$ cat config.mk
export PLATFORM = sky130hd
export DESIGN_NAME = paper_path_fault_monitor
export DESIGN_NICKNAME = d
export VERILOG_FILES = /design/src/fault_pkg.sv /design/src/paper_path_fault_monitor.sv
export SDC_FILE = /design/constraint.sdc
export NUM_CORES = 1
export LEC_CHECK = 0
export ABC_AREA = 1
export BUFFER_PORTS_ARGS = -buffer_cell sky130_fd_sc_hd__buf_2
export CAP_MARGIN = 30
export CORE_UTILIZATION = 51
export CTS_BUF_LIST = sky130_fd_sc_hd__clkbuf_16
export DETAILED_ROUTE_END_ITERATION = 6
export PLACE_DENSITY = 0.69
export SLEW_MARGIN = 20
export SYNTH_ARGS = -nofsm -noshare
export SYNTH_HDL_FRONTEND = slang
export SYNTH_SLANG_ARGS = --single-unit
$ cat constraint.sdc
create_clock -name clock_i -period 8.6 [get_ports clock_i]
set_clock_uncertainty 0.1 [all_clocks]
set_input_delay 1.29 -clock clock_i [delete_from_list [all_inputs] [get_ports clock_i]]
set_output_delay 1.29 -clock clock_i [all_outputs]
set_load 0.01 [all_outputs]
$ cat src/fault_pkg.sv
// Purpose: Shared types and constants for the paper path fault monitor
// Assumes: 250 MHz system clock, APB register access with 32-bit data
// Notes:   Jam codes are held as three hex digits; the leading E is implied

package fault_pkg;

	// ----------------------------------------------------------------
	// Timing
	// ----------------------------------------------------------------
	localparam int CLK_PERIOD_PS = 4000;               // 250 MHz clock
	localparam int TICK_TIME_US = 1000;                // Common timeout tick, 1 ms
	localparam int TICK_CYCLES = TICK_TIME_US * 1000000 / CLK_PERIOD_PS;
	localparam int LEAD_EXIT_TIME_MS = 1200;           // Exit must arrive after clutch on
	localparam int TRAIL_EXIT_TIME_MS = 1300;          // Exit must clear after clutch off
	localparam logic [11:0] LEAD_EXIT_TICKS = 12'(LEAD_EXIT_TIME_MS * 1000 / TICK_TIME_US);
	localparam logic [11:0] TRAIL_EXIT_TICKS = 12'(TRAIL_EXIT_TIME_MS * 1000 / TICK_TIME_US);
	localparam logic [1:0] STARTUP_CHECK = 2'h2;       // Cycle where synced pins are valid

	// ----------------------------------------------------------------
	// Timers, one per supervised sensor interval
	// ----------------------------------------------------------------
	localparam int NT = 9;
	localparam int T_TRAY = 0;                         // Tray top after lift start
	localparam int T_BYPASS = 1;                       // Registration after bypass clutch
	localparam int T_LEAD = 2;                         // Exit on after registration clutch
	localparam int T_TRAIL = 3;                        // Exit off after registration clutch off
	localparam int T_TRANSPORT = 4;                    // Registration after transport roller
	localparam int T_DUPFEED = 5;                      // Registration after duplex clutch
	localparam int T_DUPENTRY = 6;                     // Duplex entry after path start
	localparam int T_DUPEXIT = 7;                      // Duplex exit after entry
	localparam int T_FEED = 8;                         // Registration after drawer clutch
	localparam int NTMO = 6;                           // Programmable timeout registers

	// ----------------------------------------------------------------
	// Jam codes
	// ----------------------------------------------------------------
	localparam logic [11:0] CODE_NONE = 12'h000;
	localparam logic [11:0] CODE_LEAD = 12'h010;
	localparam logic [11:0] CODE_TRAIL = 12'h020;
	localparam logic [11:0] CODE_RESIDUAL = 12'h030;
	localparam logic [11:0] CODE_DUPFEED = 12'h110;
	localparam logic [11:0] CODE_BYPASS = 12'h120;
	localparam logic [11:0] CODE_COVER = 12'h410;
	localparam logic [11:0] CODE_DUPENTRY = 12'h510;
	localparam logic [11:0] CODE_DUPEXIT = 12'h520;
	// Indexed by paper source: upper, lower, pedestal, high capacity
	localparam logic [11:0] CODE_REG [4] = '{12'h200, 12'h210, 12'h300, 12'h3c0};
	localparam logic [11:0] CODE_FEED [4] = '{12'h220, 12'h310, 12'h3d0, 12'h3e0};

	// ----------------------------------------------------------------
	// Register map, byte addresses
	// ----------------------------------------------------------------
	localparam logic [7:0] ADDR_STATUS = 8'h00;
	localparam logic [7:0] ADDR_JAM_CODE = 8'h04;
	localparam logic [7:0] ADDR_TMO_BASE = 8'h08;     // Six timeouts, one word each
	localparam logic [7:0] ADDR_TMO_LAST = 8'h1c;
	localparam logic [11:0] TMO_RESET [NTMO] = '{12'h1f4, 12'h1f4, 12'h1f4, 12'h1f4,
		12'h1f4, 12'h1f4};                             // 500 ms each after reset
	localparam int TMO_TRAY = 0;
	localparam int TMO_BYPASS = 1;
	localparam int TMO_TRANSPORT = 2;
	localparam int TMO_DUPFEED = 3;
	localparam int TMO_DUPPATH = 4;
	localparam int TMO_FEED = 5;

	// ----------------------------------------------------------------
	// Carriers
	// ----------------------------------------------------------------
	typedef struct packed {
		logic drawer_present;
		logic tray_top;
		logic paper_empty_ok;                          // Empty sensor on: paper under it
		logic transport;
		logic registration_sensor;
		logic exit_sensor;
		logic bypass_tray_paper_sensor;
		logic duplex_entry;
		logic duplex_exit;
		logic toner_present;
		logic developer_connected;
		logic waste_bag_full_sensor;
		logic front_cover_open;
	} sensors_t;

	typedef struct packed {
		logic copy_active;
		logic printing;
		logic drawer_selected;
		logic bypass_feed_clutch;
		logic duplex_feed_clutch;
		logic registration_clutch;
		logic drawer_feed_clutch;
		logic duplex_path_start;
		logic service_call;
		logic [1:0] feed_source;
	} ctrl_t;

	typedef enum logic [2:0] {LIFT_OFF, LIFT_INIT, LIFT_READY, LIFT_TOPUP, LIFT_FAULT} lift_t;

endpackage : fault_pkg

$ cat src/paper_path_fault_monitor.sv
// Purpose: Paper path, tray lift and consumable fault monitor with APB status
// Assumes: Sensor pins are asynchronous; sequencer controls share clock_i
// Notes:   A main switch cycle is a power-on reset of this block
//
// Notes on behaviour
// - Faults clear by self, door, or power
// - No drawer or paper: flag, blink, inhibit
// - Lift timeout gives tray fault until reset
// - Tray top stops lift; empty sensor judges
// - Tray top lost in copy restarts lift
// - Empty off while top on stops copy
// - Bypass clutch without registration gives E120
// - Bypass tray emptied clears bypass misfeed
// - Exit late after registration clutch: E010
// - Exit stuck after clutch off: E020
// - Paper in path at power-up: E030
// - Cover opened during copy gives E410
// - Registration late after transport roller: jam
// - Registration late after duplex clutch: E110
// - Duplex entry or exit missed: E510/E520
// - Registration late after feed clutch: source code
// - Toner absent disables copying until supplied
// - Developer disconnected shows not installed
// - Waste bag full raises dispose indication
// - Bag full in print: finish sheet, stop

`timescale 1ns/1ps

module paper_path_fault_monitor #(
	parameter int TICK_CYC = fault_pkg::TICK_CYCLES    // Cycles per 1 ms tick
) (
	// Clock, reset, enable
	input wire logic clock_i,
	input wire logic rst_n_i,
	input wire logic ce_i,
	// Sensor pins, asynchronous
	input wire fault_pkg::sensors_t sens_i,
	// Sequencer controls, same clock
	input wire fault_pkg::ctrl_t ctrl_i,
	// APB slave
	input wire logic psel_i,
	input wire logic penable_i,
	input wire logic pwrite_i,
	input wire logic [7:0] paddr_i,
	input wire logic [31:0] pwdata_i,
	output logic [31:0] prdata_o,
	output logic pready_o,
	output logic pslverr_o,
	// Machine and panel outputs
	output logic tray_lift_motor_o,
	output logic no_paper_o,
	output logic drawer_blink_o,
	output logic start_inhibit_o,
	output logic copy_stop_o,
	output logic print_stop_o,
	output logic replace_toner_o,
	output logic developer_missing_o,
	output logic dispose_toner_o,
	output logic service_call_o,
	output logic jam_o,
	output logic [11:0] jam_code_o
);
	import fault_pkg::*;

	// ----------------------------------------------------------------
	// State
	// ----------------------------------------------------------------
	typedef struct packed {
		sensors_t sync1;                               // First synchroniser stage
		sensors_t sync2;                               // Second stage, safe to read
		sensors_t prev;                                // For edge detection
		ctrl_t cprev;                                  // Previous controls
		logic [17:0] tick_cnt;                         // Millisecond prescaler
		logic [NT-1:0] trun;                           // Timer running
		logic [NT-1:0][11:0] tcnt;                     // Timer elapsed ms
		logic [NTMO-1:0][11:0] tmo;                    // Programmable timeouts
		lift_t lift;                                   // Tray lift sequence
		logic paper_absent;                            // Judged no paper
		logic tray_fault;
		logic bypass_misfeed;
		logic jam;
		logic toner_empty;
		logic dev_missing;
		logic bag_full;
		logic bag_stop;                                // Printing halted for bag
		logic service;
		logic [1:0] startup;
		logic [11:0] code;
		logic [31:0] rdata;
	} state_t;

	state_t s, n;

	// ----------------------------------------------------------------
	// Combinational helpers
	// ----------------------------------------------------------------
	logic tick;
	logic [NT-1:0] arm, done, fire;
	logic [NT-1:0][11:0] limit;
	logic [NT-1:0][11:0] code_of;
	logic [31:0] status_w;
	logic addr_ok;
	logic door_close, cover_rise, drawer_rise, exit_fall, bypass_fall;
	logic new_jam;
	logic [11:0] new_code;

	// Sensor edges, all from the settled stage
	assign door_close = s.prev.front_cover_open & ~s.sync2.front_cover_open;
	assign cover_rise = ~s.prev.front_cover_open & s.sync2.front_cover_open;
	assign drawer_rise = ~s.prev.drawer_present & s.sync2.drawer_present;
	assign exit_fall = s.prev.exit_sensor & ~s.sync2.exit_sensor;
	assign bypass_fall = s.prev.bypass_tray_paper_sensor & ~s.sync2.bypass_tray_paper_sensor;
	assign tick = (s.tick_cnt == 18'(TICK_CYC - 1));

	// Arm, done and limit per timer
	always_comb begin
		arm = '0;
		done = '0;
		arm[T_TRAY] = drawer_rise & ~s.tray_fault;
		done[T_TRAY] = s.sync2.tray_top;
		arm[T_BYPASS] = ctrl_i.bypass_feed_clutch & ~s.cprev.bypass_feed_clutch;
		done[T_BYPASS] = s.sync2.registration_sensor;
		arm[T_LEAD] = ctrl_i.registration_clutch & ~s.cprev.registration_clutch;
		done[T_LEAD] = s.sync2.exit_sensor;
		arm[T_TRAIL] = ~ctrl_i.registration_clutch & s.cprev.registration_clutch;
		done[T_TRAIL] = ~s.sync2.exit_sensor;
		arm[T_TRANSPORT] = s.sync2.transport & ~s.prev.transport;
		done[T_TRANSPORT] = s.sync2.registration_sensor;
		arm[T_DUPFEED] = ctrl_i.duplex_feed_clutch & ~s.cprev.duplex_feed_clutch;
		done[T_DUPFEED] = s.sync2.registration_sensor;
		arm[T_DUPENTRY] = ctrl_i.duplex_path_start & ~s.cprev.duplex_path_start;
		done[T_DUPENTRY] = s.sync2.duplex_entry;
		arm[T_DUPEXIT] = s.sync2.duplex_entry & ~s.prev.duplex_entry;
		done[T_DUPEXIT] = s.sync2.duplex_exit;
		arm[T_FEED] = ctrl_i.drawer_feed_clutch & ~s.cprev.drawer_feed_clutch;
		done[T_FEED] = s.sync2.registration_sensor;
	end

	// Fixed exit limits; the rest come from software
	always_comb begin
		limit[T_TRAY] = s.tmo[TMO_TRAY];
		limit[T_BYPASS] = s.tmo[TMO_BYPASS];
		limit[T_LEAD] = LEAD_EXIT_TICKS;
		limit[T_TRAIL] = TRAIL_EXIT_TICKS;
		limit[T_TRANSPORT] = s.tmo[TMO_TRANSPORT];
		limit[T_DUPFEED] = s.tmo[TMO_DUPFEED];
		limit[T_DUPENTRY] = s.tmo[TMO_DUPPATH];
		limit[T_DUPEXIT] = s.tmo[TMO_DUPPATH];
		limit[T_FEED] = s.tmo[TMO_FEED];
		code_of[T_TRAY] = CODE_NONE;
		code_of[T_BYPASS] = CODE_BYPASS;
		code_of[T_LEAD] = CODE_LEAD;
		code_of[T_TRAIL] = CODE_TRAIL;
		code_of[T_TRANSPORT] = CODE_REG[ctrl_i.feed_source];
		code_of[T_DUPFEED] = CODE_DUPFEED;
		code_of[T_DUPENTRY] = CODE_DUPENTRY;
		code_of[T_DUPEXIT] = CODE_DUPEXIT;
		code_of[T_FEED] = CODE_FEED[ctrl_i.feed_source];
	end

	// Expiry: a timer fires on the tick that reaches its limit
	always_comb begin
		for (int i = 0; i < NT; i++) begin
			fire[i] = s.trun[i] & ~done[i] & tick & ((s.tcnt[i] + 12'h001) >= limit[i]);
		end
	end

	// Pick one equipment jam; the lowest timer index wins a tie
	always_comb begin
		new_jam = 1'b0;
		new_code = CODE_NONE;
		if (ctrl_i.copy_active & cover_rise) begin
			new_jam = 1'b1;
			new_code = CODE_COVER;
		end
		if (s.startup == STARTUP_CHECK && (s.sync2.transport | s.sync2.registration_sensor |
			s.sync2.exit_sensor | s.sync2.duplex_entry | s.sync2.duplex_exit)) begin
			new_jam = 1'b1;
			new_code = CODE_RESIDUAL;
		end
		for (int i = NT - 1; i > T_BYPASS; i--) begin
			if (fire[i]) begin
				new_jam = 1'b1;
				new_code = code_of[i];
			end
		end
	end

	// Status word
	always_comb begin
		status_w = '0;
		status_w[0] = no_paper_o;
		status_w[1] = s.paper_absent;
		status_w[2] = s.tray_fault;
		status_w[3] = s.bypass_misfeed;
		status_w[4] = s.jam;
		status_w[5] = s.toner_empty;
		status_w[6] = s.dev_missing;
		status_w[7] = s.bag_full;
		status_w[8] = s.service;
		status_w[9] = s.bag_stop;
		status_w[10] = tray_lift_motor_o;
	end

	assign addr_ok = (paddr_i[1:0] == 2'h0) && (paddr_i <= ADDR_TMO_LAST);

	// ----------------------------------------------------------------
	// Next state
	// ----------------------------------------------------------------
	always_comb begin
		n = s;
		// Pins through two flops before use
		n.sync1 = sens_i;
		n.sync2 = s.sync1;
		n.prev = s.sync2;
		n.cprev = ctrl_i;
		n.tick_cnt = tick ? 18'h00000 : s.tick_cnt + 18'h00001;
		if (s.startup != 2'h3) begin
			n.startup = s.startup + 2'h1;
		end
		// Independent timers
		for (int i = 0; i < NT; i++) begin
			if (arm[i]) begin
				n.trun[i] = 1'b1;
				n.tcnt[i] = 12'h000;
			end else if (done[i] | fire[i]) begin
				n.trun[i] = 1'b0;
			end else if (s.trun[i] & tick) begin
				n.tcnt[i] = s.tcnt[i] + 12'h001;
			end
		end
		// Tray lift sequence
		unique case (s.lift)
			LIFT_OFF: begin
				if (drawer_rise) begin
					n.lift = LIFT_INIT;
				end
			end
			LIFT_INIT: begin
				if (fire[T_TRAY]) begin
					n.lift = LIFT_FAULT;
					n.tray_fault = 1'b1;
				end else if (!s.sync2.drawer_present) begin
					n.lift = LIFT_OFF;
				end else if (s.sync2.tray_top) begin
					n.lift = LIFT_READY;
					n.paper_absent = ~s.sync2.paper_empty_ok;
				end
			end
			LIFT_READY: begin
				if (!s.sync2.drawer_present) begin
					n.lift = LIFT_OFF;
				end else if (ctrl_i.copy_active & ~s.sync2.tray_top) begin
					n.lift = LIFT_TOPUP;
				end else if (ctrl_i.copy_active & ~s.sync2.paper_empty_ok) begin
					n.paper_absent = 1'b1;
				end
			end
			LIFT_TOPUP: begin
				// Rerun is not timed; the sheet flow stalls visibly if it fails
				if (!s.sync2.drawer_present) begin
					n.lift = LIFT_OFF;
				end else if (s.sync2.tray_top) begin
					n.lift = LIFT_READY;
				end
			end
			LIFT_FAULT: begin
				n.lift = LIFT_FAULT;
			end
			default: begin
				n.lift = LIFT_OFF;
			end
		endcase
		// Self-clearing group
		if (fire[T_BYPASS]) begin
			n.bypass_misfeed = 1'b1;
		end else if (bypass_fall) begin
			n.bypass_misfeed = 1'b0;
		end
		// Door group: set wins over the door close
		if (new_jam) begin
			n.jam = 1'b1;
		end else if (door_close) begin
			n.jam = 1'b0;
		end
		if (!s.sync2.toner_present && s.startup >= STARTUP_CHECK) begin
			n.toner_empty = 1'b1;
		end else if (door_close) begin
			n.toner_empty = 1'b0;
		end
		if (!s.sync2.developer_connected && s.startup >= STARTUP_CHECK) begin
			n.dev_missing = 1'b1;
		end else if (door_close) begin
			n.dev_missing = 1'b0;
		end
		if (s.sync2.waste_bag_full_sensor) begin
			n.bag_full = 1'b1;
		end else if (door_close) begin
			n.bag_full = 1'b0;
		end
		// A sheet already past the exit lets one more sheet through
		if (s.bag_full & (~ctrl_i.printing | exit_fall)) begin
			n.bag_stop = 1'b1;
		end else if (!n.bag_full) begin
			n.bag_stop = 1'b0;
		end
		// Power group: only reset clears these
		if (ctrl_i.service_call) begin
			n.service = 1'b1;
		end
		// First code kept while any coded fault stands
		if ((new_jam | fire[T_BYPASS]) && (s.code == CODE_NONE || (!s.jam && !s.bypass_misfeed))) begin
			n.code = new_jam ? new_code : CODE_BYPASS;
		end else if (!n.jam && !n.bypass_misfeed) begin
			n.code = CODE_NONE;
		end
		// APB: read data captured in setup, writes at the access edge
		if (psel_i & ~penable_i) begin
			n.rdata = '0;
			if (paddr_i == ADDR_STATUS) begin
				n.rdata = status_w;
			end else if (paddr_i == ADDR_JAM_CODE) begin
				n.rdata = {20'h00000, s.code};
			end else if (addr_ok) begin
				n.rdata = {20'h00000, s.tmo[3'((paddr_i - ADDR_TMO_BASE) >> 2)]};
			end
		end
		if (psel_i & penable_i & pwrite_i & addr_ok && paddr_i >= ADDR_TMO_BASE) begin
			n.tmo[3'((paddr_i - ADDR_TMO_BASE) >> 2)] = pwdata_i[11:0];
		end
	end

	// ----------------------------------------------------------------
	// Registers, frozen while the enable is low
	// ----------------------------------------------------------------
	always_ff @(posedge clock_i or negedge rst_n_i) begin
		if (!rst_n_i) begin
			s <= '0;
			for (int i = 0; i < NTMO; i++) begin
				s.tmo[i] <= TMO_RESET[i];
			end
		end else if (ce_i) begin
			s <= n;
		end
	end

	// ----------------------------------------------------------------
	// Outputs
	// ----------------------------------------------------------------
	// Ready follows the enable so no write lands in a frozen cycle
	assign pready_o = ce_i;
	assign pslverr_o = psel_i & penable_i & ~addr_ok;
	assign prdata_o = s.rdata;
	assign tray_lift_motor_o = (s.lift == LIFT_INIT) | (s.lift == LIFT_TOPUP);
	assign no_paper_o = ~s.sync2.drawer_present | s.paper_absent | s.tray_fault;
	assign drawer_blink_o = no_paper_o & ctrl_i.drawer_selected;
	assign copy_stop_o = s.jam | s.bypass_misfeed | s.toner_empty | s.dev_missing |
		s.service | s.paper_absent | s.tray_fault | s.bag_stop;
	assign start_inhibit_o = copy_stop_o | no_paper_o | s.bag_full;
	assign print_stop_o = s.bag_stop;
	assign replace_toner_o = s.toner_empty;
	assign developer_missing_o = s.dev_missing;
	assign dispose_toner_o = s.bag_full;
	assign service_call_o = s.service;
	assign jam_o = s.jam;
	assign jam_code_o = s.code;
endmodule : paper_path_fault_monitor

Yosys cells after proc, flatten, opt, wreduce, memory -nomap -nowiden
Index checks and enable logic that the tools add are counted.

Reductions and logical operators: 71. $lt $le $gt $ge: 15. Div/mod/pow operators: 0. Multiply operators: 0. Eq/ne operators: 28. Mux-type cells: 107. Add/sub/neg operators: 12. Shift-type cells: 0. Bitwise gates (word level): 111.

Operator list (count): $mux 12 (46); $add 12x1->12 const B (9); $ge 12x12->1 (7); $bwmux 72 (1); $and 1x1->1 (60); $bmux 12 s2 (2); $reduce_bool 2->1 (22); $mux 1 (43); $bmux 12 s3 (1); $demux 12 s3 (1); $ne 2x2->1 const B (17); $reduce_and 2->1 (17); $reduce_and 3->1 (10); $or 1x1->1 (27); $ge 12x11->1 const B (2); $not 1->1 (23); $mux 11 (2); $mux 3 (7); $add 18x1->18 const B (1); $eq 18x18->1 const B (1); $mux 18 (1); $pmux 3 s5 (1); $logic_not 12->1 (1); $logic_and 1x1->1 (9); 26 further kinds (33).

Memories: 0. Register bits after elaboration: 302. Latch bits: 0. Input port bits: 70. Output and inout bits: 57. Memory bits (writable): 0. Word-level logic and storage cells: 419. Bits in read-only memories: 0.

Logic depth before layout (Yosys ltp)
Depth after elaboration: 18. Depth in mapped cells: 24. Mapped depth without buffers: 24.

Worst setup path before layout
Ideal clock, no wire load.

Path type: input -> output. From: in paddr_i[7]. To: out pslverr_o. Setup slack: 5.356 ns. Data arrival time: 1.854 ns. Path buffers: 0. Stages: 6. Cells stage by stage: nor3_1 inv_1 nor3_1 inv_1 nand3_1 inv_1.

Word-level cells in the longest chain between the ends: 4.

Ends and longest elaborated chain: start: declaration (RTL line paper_path_fault_monitor.sv:44) `input wire logic [7:0] paddr_i,`; $le 8x5->1 (RTL line paper_path_fault_monitor.sv:205) `assign addr_ok = (paddr_i[1:0] == 2'h0) && (paddr_i <= ADDR_TMO_LAST);`; $logic_and 1x1->1 (RTL line paper_path_fault_monitor.sv:205); $not 1->1 (RTL line paper_path_fault_monitor.sv:352) `assign pslverr_o = psel_i & penable_i & ~addr_ok;`; $and 1x1->1 (RTL line paper_path_fault_monitor.sv:352); end: declaration (RTL line paper_path_fault_monitor.sv:48) `output logic pslverr_o,`.

Every way passes these cells.

Worst setup path after layout
From: reg s[202] (netlist bit). To: reg s[205] (netlist bit).

Word-level cells in the longest chain between the ends: 6.

Ends and longest elaborated chain: start: declaration (RTL line paper_path_fault_monitor.sv:92) `state_t s, n;`; start signal: assignment (RTL line paper_path_fault_monitor.sv:343) `s <= n;`; $add 12x1->12 * (RTL line paper_path_fault_monitor.sv:164, paper_path_fault_monitor.sv:229); $ge 12x12->1 (RTL line paper_path_fault_monitor.sv:164) `fire[i] = s.trun[i] & ~done[i] & tick & ((s.tcnt[i] + 12'h001) >= limit[i]);`; $and 1x1->1 (RTL line paper_path_fault_monitor.sv:164); $or 1x1->1 (RTL line paper_path_fault_monitor.sv:226) `end else if (done[i] | fire[i]) begin`; $ne 2x2->1 (no source line); $reduce_and 3->1 (no source line).

Mark *: on every way between the ends. The rest lies on a longest branch, timed or not. The select of a mux whose other input is x is not followed. A chain may end at the register's enable or synchronous reset.

==> flow_metrics.tcl <==
set metrics [dict create \
    status "completed" \
    multiInputGateArea_sq_mm 0.00836 \
    relSlewSlack_pct 38.1 \
    worstHoldPathCells 2 \
    track_usage_pct 26.3 \
    port_buffers 81 \
    start_kind "register" \
    synth_area_leaders "dfrtp_1 (35%), nand2_1 (12%), ha_1 (7.7%)" \
    async_reset_ff_share_pct 100 \
    r2r_cells 17 \
    setup_tns_ns 0 \
    insertedDiodeCount 0 \
    stdcell_count 2733 \
    cts_buffers 34 \
    core-area_sq_mm 0.0327 \
    hold_viol 0 \
    pre_cts_ws_ns 4.11 \
    avgSynthCellArea_sq_um 7.69 \
    dieArea_sq_mm 0.0341 \
    clock.fmax_ghz 0.238 \
    ys_seq_area_share_pct 40.9 \
    synth_top_area_share_pct 35.3 \
    cts_sinks 276 \
    setup_viol 0 \
    final_max_slew_viol_count 0 \
    h-tree-depth 2 \
    nets 2440 \
    switchingPower_mw 1.22 \
    cts_buffer_depth 3 \
    routedWlPerCell_um 15.7 \
    cpMaxStageDelayCell "nor4_1" \
    area_delta_synth_final_pct 9.55 \
    synth_cell_types 59 \
    placementRows 66 \
    seqCellArea_sq_mm 0.00695 \
    chipHeight_um 185 \
    fillers 3069 \
    ff2ff_setup_slack_ns 4.40 \
    finalCritPeriodShare_pct 48.8 \
    rsz0062_at_grt "no" \
    crit_type "reg2reg" \
    r2r_end "s[205]" \
    grt_pass1_wl_um 70800 \
    fin_ws_ns 4.40 \
    cts_resized 0 \
    yosys_most_used_dff "dfrtp_1" \
    drtPass1Iterations 6 \
    ios 127 \
    root_buffer "clkbuf_16" \
    die_w_um 185 \
    slowest_delay_ns 0.78 \
    syn_area_sq_mm 0.0170 \
    synth_warnings 0 \
    hold_path.class "reg2reg" \
    cts_setup_buffers 0 \
    final_common_cell "nand2_1" \
    route.detailed.drc 0 \
    clkTransAtPathRegs_ns 0.06 \
    p_leak_nw 9.24 \
    postRouteAntennaNets 0 \
    clkLatencyLatePin_ns 0.52 \
    switching_share_pct 32.5 \
    holdBufCountCts 0 \
    dr.first_iter.drc_count 1038 \
    synth_seq_cells 276 \
    r2r-start "s[202]" \
    clkPwrFrac_pct 36.7 \
    critPathCaptureType "register" \
    gr-total-overflow 0 \
    crit_arrival_ns 4.47 \
    antenna_found_initial 0 \
    worst_pin_slew_ns 0.929 \
    crit_chain "nand3_1 -> nor2_1 -> nand4_1 -> nor3b_1 -> nand3_1 -> xor2_1 -> inv_1 -> ha_1 -> nand2_1 -> nor2_1 -> and2_1 -> nand2_1 -> nand4_1 -> nor4_1 -> nor2_1 -> inv_1 -> o21ai_0" \
    crit_fanout 9 \
    internal-power_mw 2.52 \
    cp.required_ns 8.88 \
    grt_max_degree 97 \
    hp-start "n[290]" \
    initial_core_util_pct 52.0 \
    dpl.cell_count 2671 \
    via_per_inst 5.34 \
    power_per_cell_area_mw_per_mm2 201 \
    min_to "n[290]" \
    dpl.hpwl_um 32100 \
    period_needed_ns 4.20 \
    ir_worst_vdd_mv 0.130 \
    seqPwrFrac_pct 41.8 \
    final_cell_mix "nand2_1 (546), inv_1 (318), dfrtp_1 (240)" \
    crit_path_frequent_cell "nor2_1" \
    cap_violations 0 \
    grt_pass1_vias 13900 \
    synth_area_leader_cell "dfrtp_1" \
    syn_inst 2212 \
    combinationalPowerShare_pct 21.5 \
    cts_tree "done" \
    vias 14600 \
    routed_wl_um 42900 \
    place_congestion 0.929 \
    synth_edf_count 0 \
    drive_above_1_share_pct 10.0 \
]
flip-flops by register name (all words and copies together) (netlist names):
name / cells
n: 21
dispose_toner_o: 1
limit: 72
print_stop_o: 1
s: 154
service_call_o: 1
jam_o: 1
replace_toner_o: 1
jam_code_o: 6
prdata_o: 12
done: 5
developer_missing_o: 1
cells by family (layout without fill, tap and decap cells):
group | count (synthesis) | after routing | synth area share, %
adders and majority gates | 104 | 104 | 7.65
and+or+nand+nor | 981 | 981 | 25.5
AOI/OAI and AO/OA | 356 | 356 | 11.4
buffers and inverters | 415 | 470 | 10.5
DFF | 276 | 276 | 40.9
muxes | 1 | 1 | 0.0589
other | 1 | 25 | 0.0221
xor gates and xnor gates | 78 | 78 | 4.02
layer usage:
layer	vias to the layer above	part of all wire [%]	track usage [%]
met3	81	5.8	3.95
met5	-	0	0
met1	6854	46	36.5
met2	413	45	42.0
met4	0	2.9	8.47
li1	7240	-	-
critical path: cells and delay by family, from the launching register on:
family | cells | cell delay [ns]
AOI/OAI and AO/OA | 1 | 0.11
adders and majority gates | 1 | 0.29
xor gates and xnor gates | 1 | 0.19
and+or+nand+nor | 12 | 2.68
DFF | 1 | 0.43
buffers and inverters | 2 | 0.26
synth_stat cells (3+ instances only):
master	instances
nand2_1	546
inv_1	310
dfrtp_1	240
nand3_1	153
nor2_1	145
o21ai_0	126
ha_1	104
a21oi_1	84
o21ai_1	76
xor2_1	74
buf_4	45
nand4_1	42
dfstp_2	36
o22ai_1	30
nor3_1	29
clkbuf_1	23
buf_2	19
o31ai_1	13
nand2_2	10
nand3_2	9
nor4_1	8
and2_1	6
inv_2	6
nor2_2	6
buf_1	5
nor2_4	5
nor3b_1	4
o21a_1	4
xnor2_1	4
a211oi_1	3
a21o_1	3
a31oi_1	3
nand3b_1	3
nor3_2	3
or2_2	3
through the flow:
| step | utilization [%] | hold WS, ns | cell area [sq um] | total power [mW] |
|---|---|---|---|---|
| 6_report | 57.0 | 0.371 | 18600 | 3.74 |
| 5_1_grt | 57.0 | 0.391 | 18600 | 3.96 |
| 4_1_cts | 56.9 | 0.372 | 18600 | 3.76 |
| 3_5_place_dp | 53.6 | 0.358 | 17500 | 2.38 |
| 3_3_place_gp | 53.6 | 0.354 | 17500 | 2.34 |
| 2_1_floorplan | - | 0.342 | 17100 | 2.13 |
power groups by stage:
stage          Combinational [mW]  Clock, mW  Sequential (mW)
4_1_cts                     0.803       1.40             1.56
3_3_place_gp                0.768          0             1.58
6_report                    0.805       1.37             1.56
3_5_place_dp                0.794          0             1.58
2_1_floorplan               0.589          0             1.54
5_1_grt                     0.922       1.45             1.58
area by class of cell:
cell class / instances / share of cell area [%]
flip-flops and latches: 276 / 37.3
well taps: 442 / 2.97
multi-input cells: 1545 / 44.9
clock inverters: 27 / 1.13
inverters: 320 / 6.46
clock buffers: 34 / 4.57
repair buffers: 89 / 2.66
how the worst max path moves through the flow:
stage / startpoint / depth (start not counted) / endpoint / slack [ns]
final: s[202] / 17 / s[205] / 4.40
after global placement: paddr_i[2] / 11 / limit[3] / 4.17
after global routing: s[202] / 17 / s[205] / 4.04
after detailed placement: paddr_i[2] / 11 / limit[6] / 4.11
after floorplan: paddr_i[7] / 6 / pslverr_o / 5.36
after CTS: s[202] / 17 / s[205] / 4.44
Power figures use the tool's default switching activity.
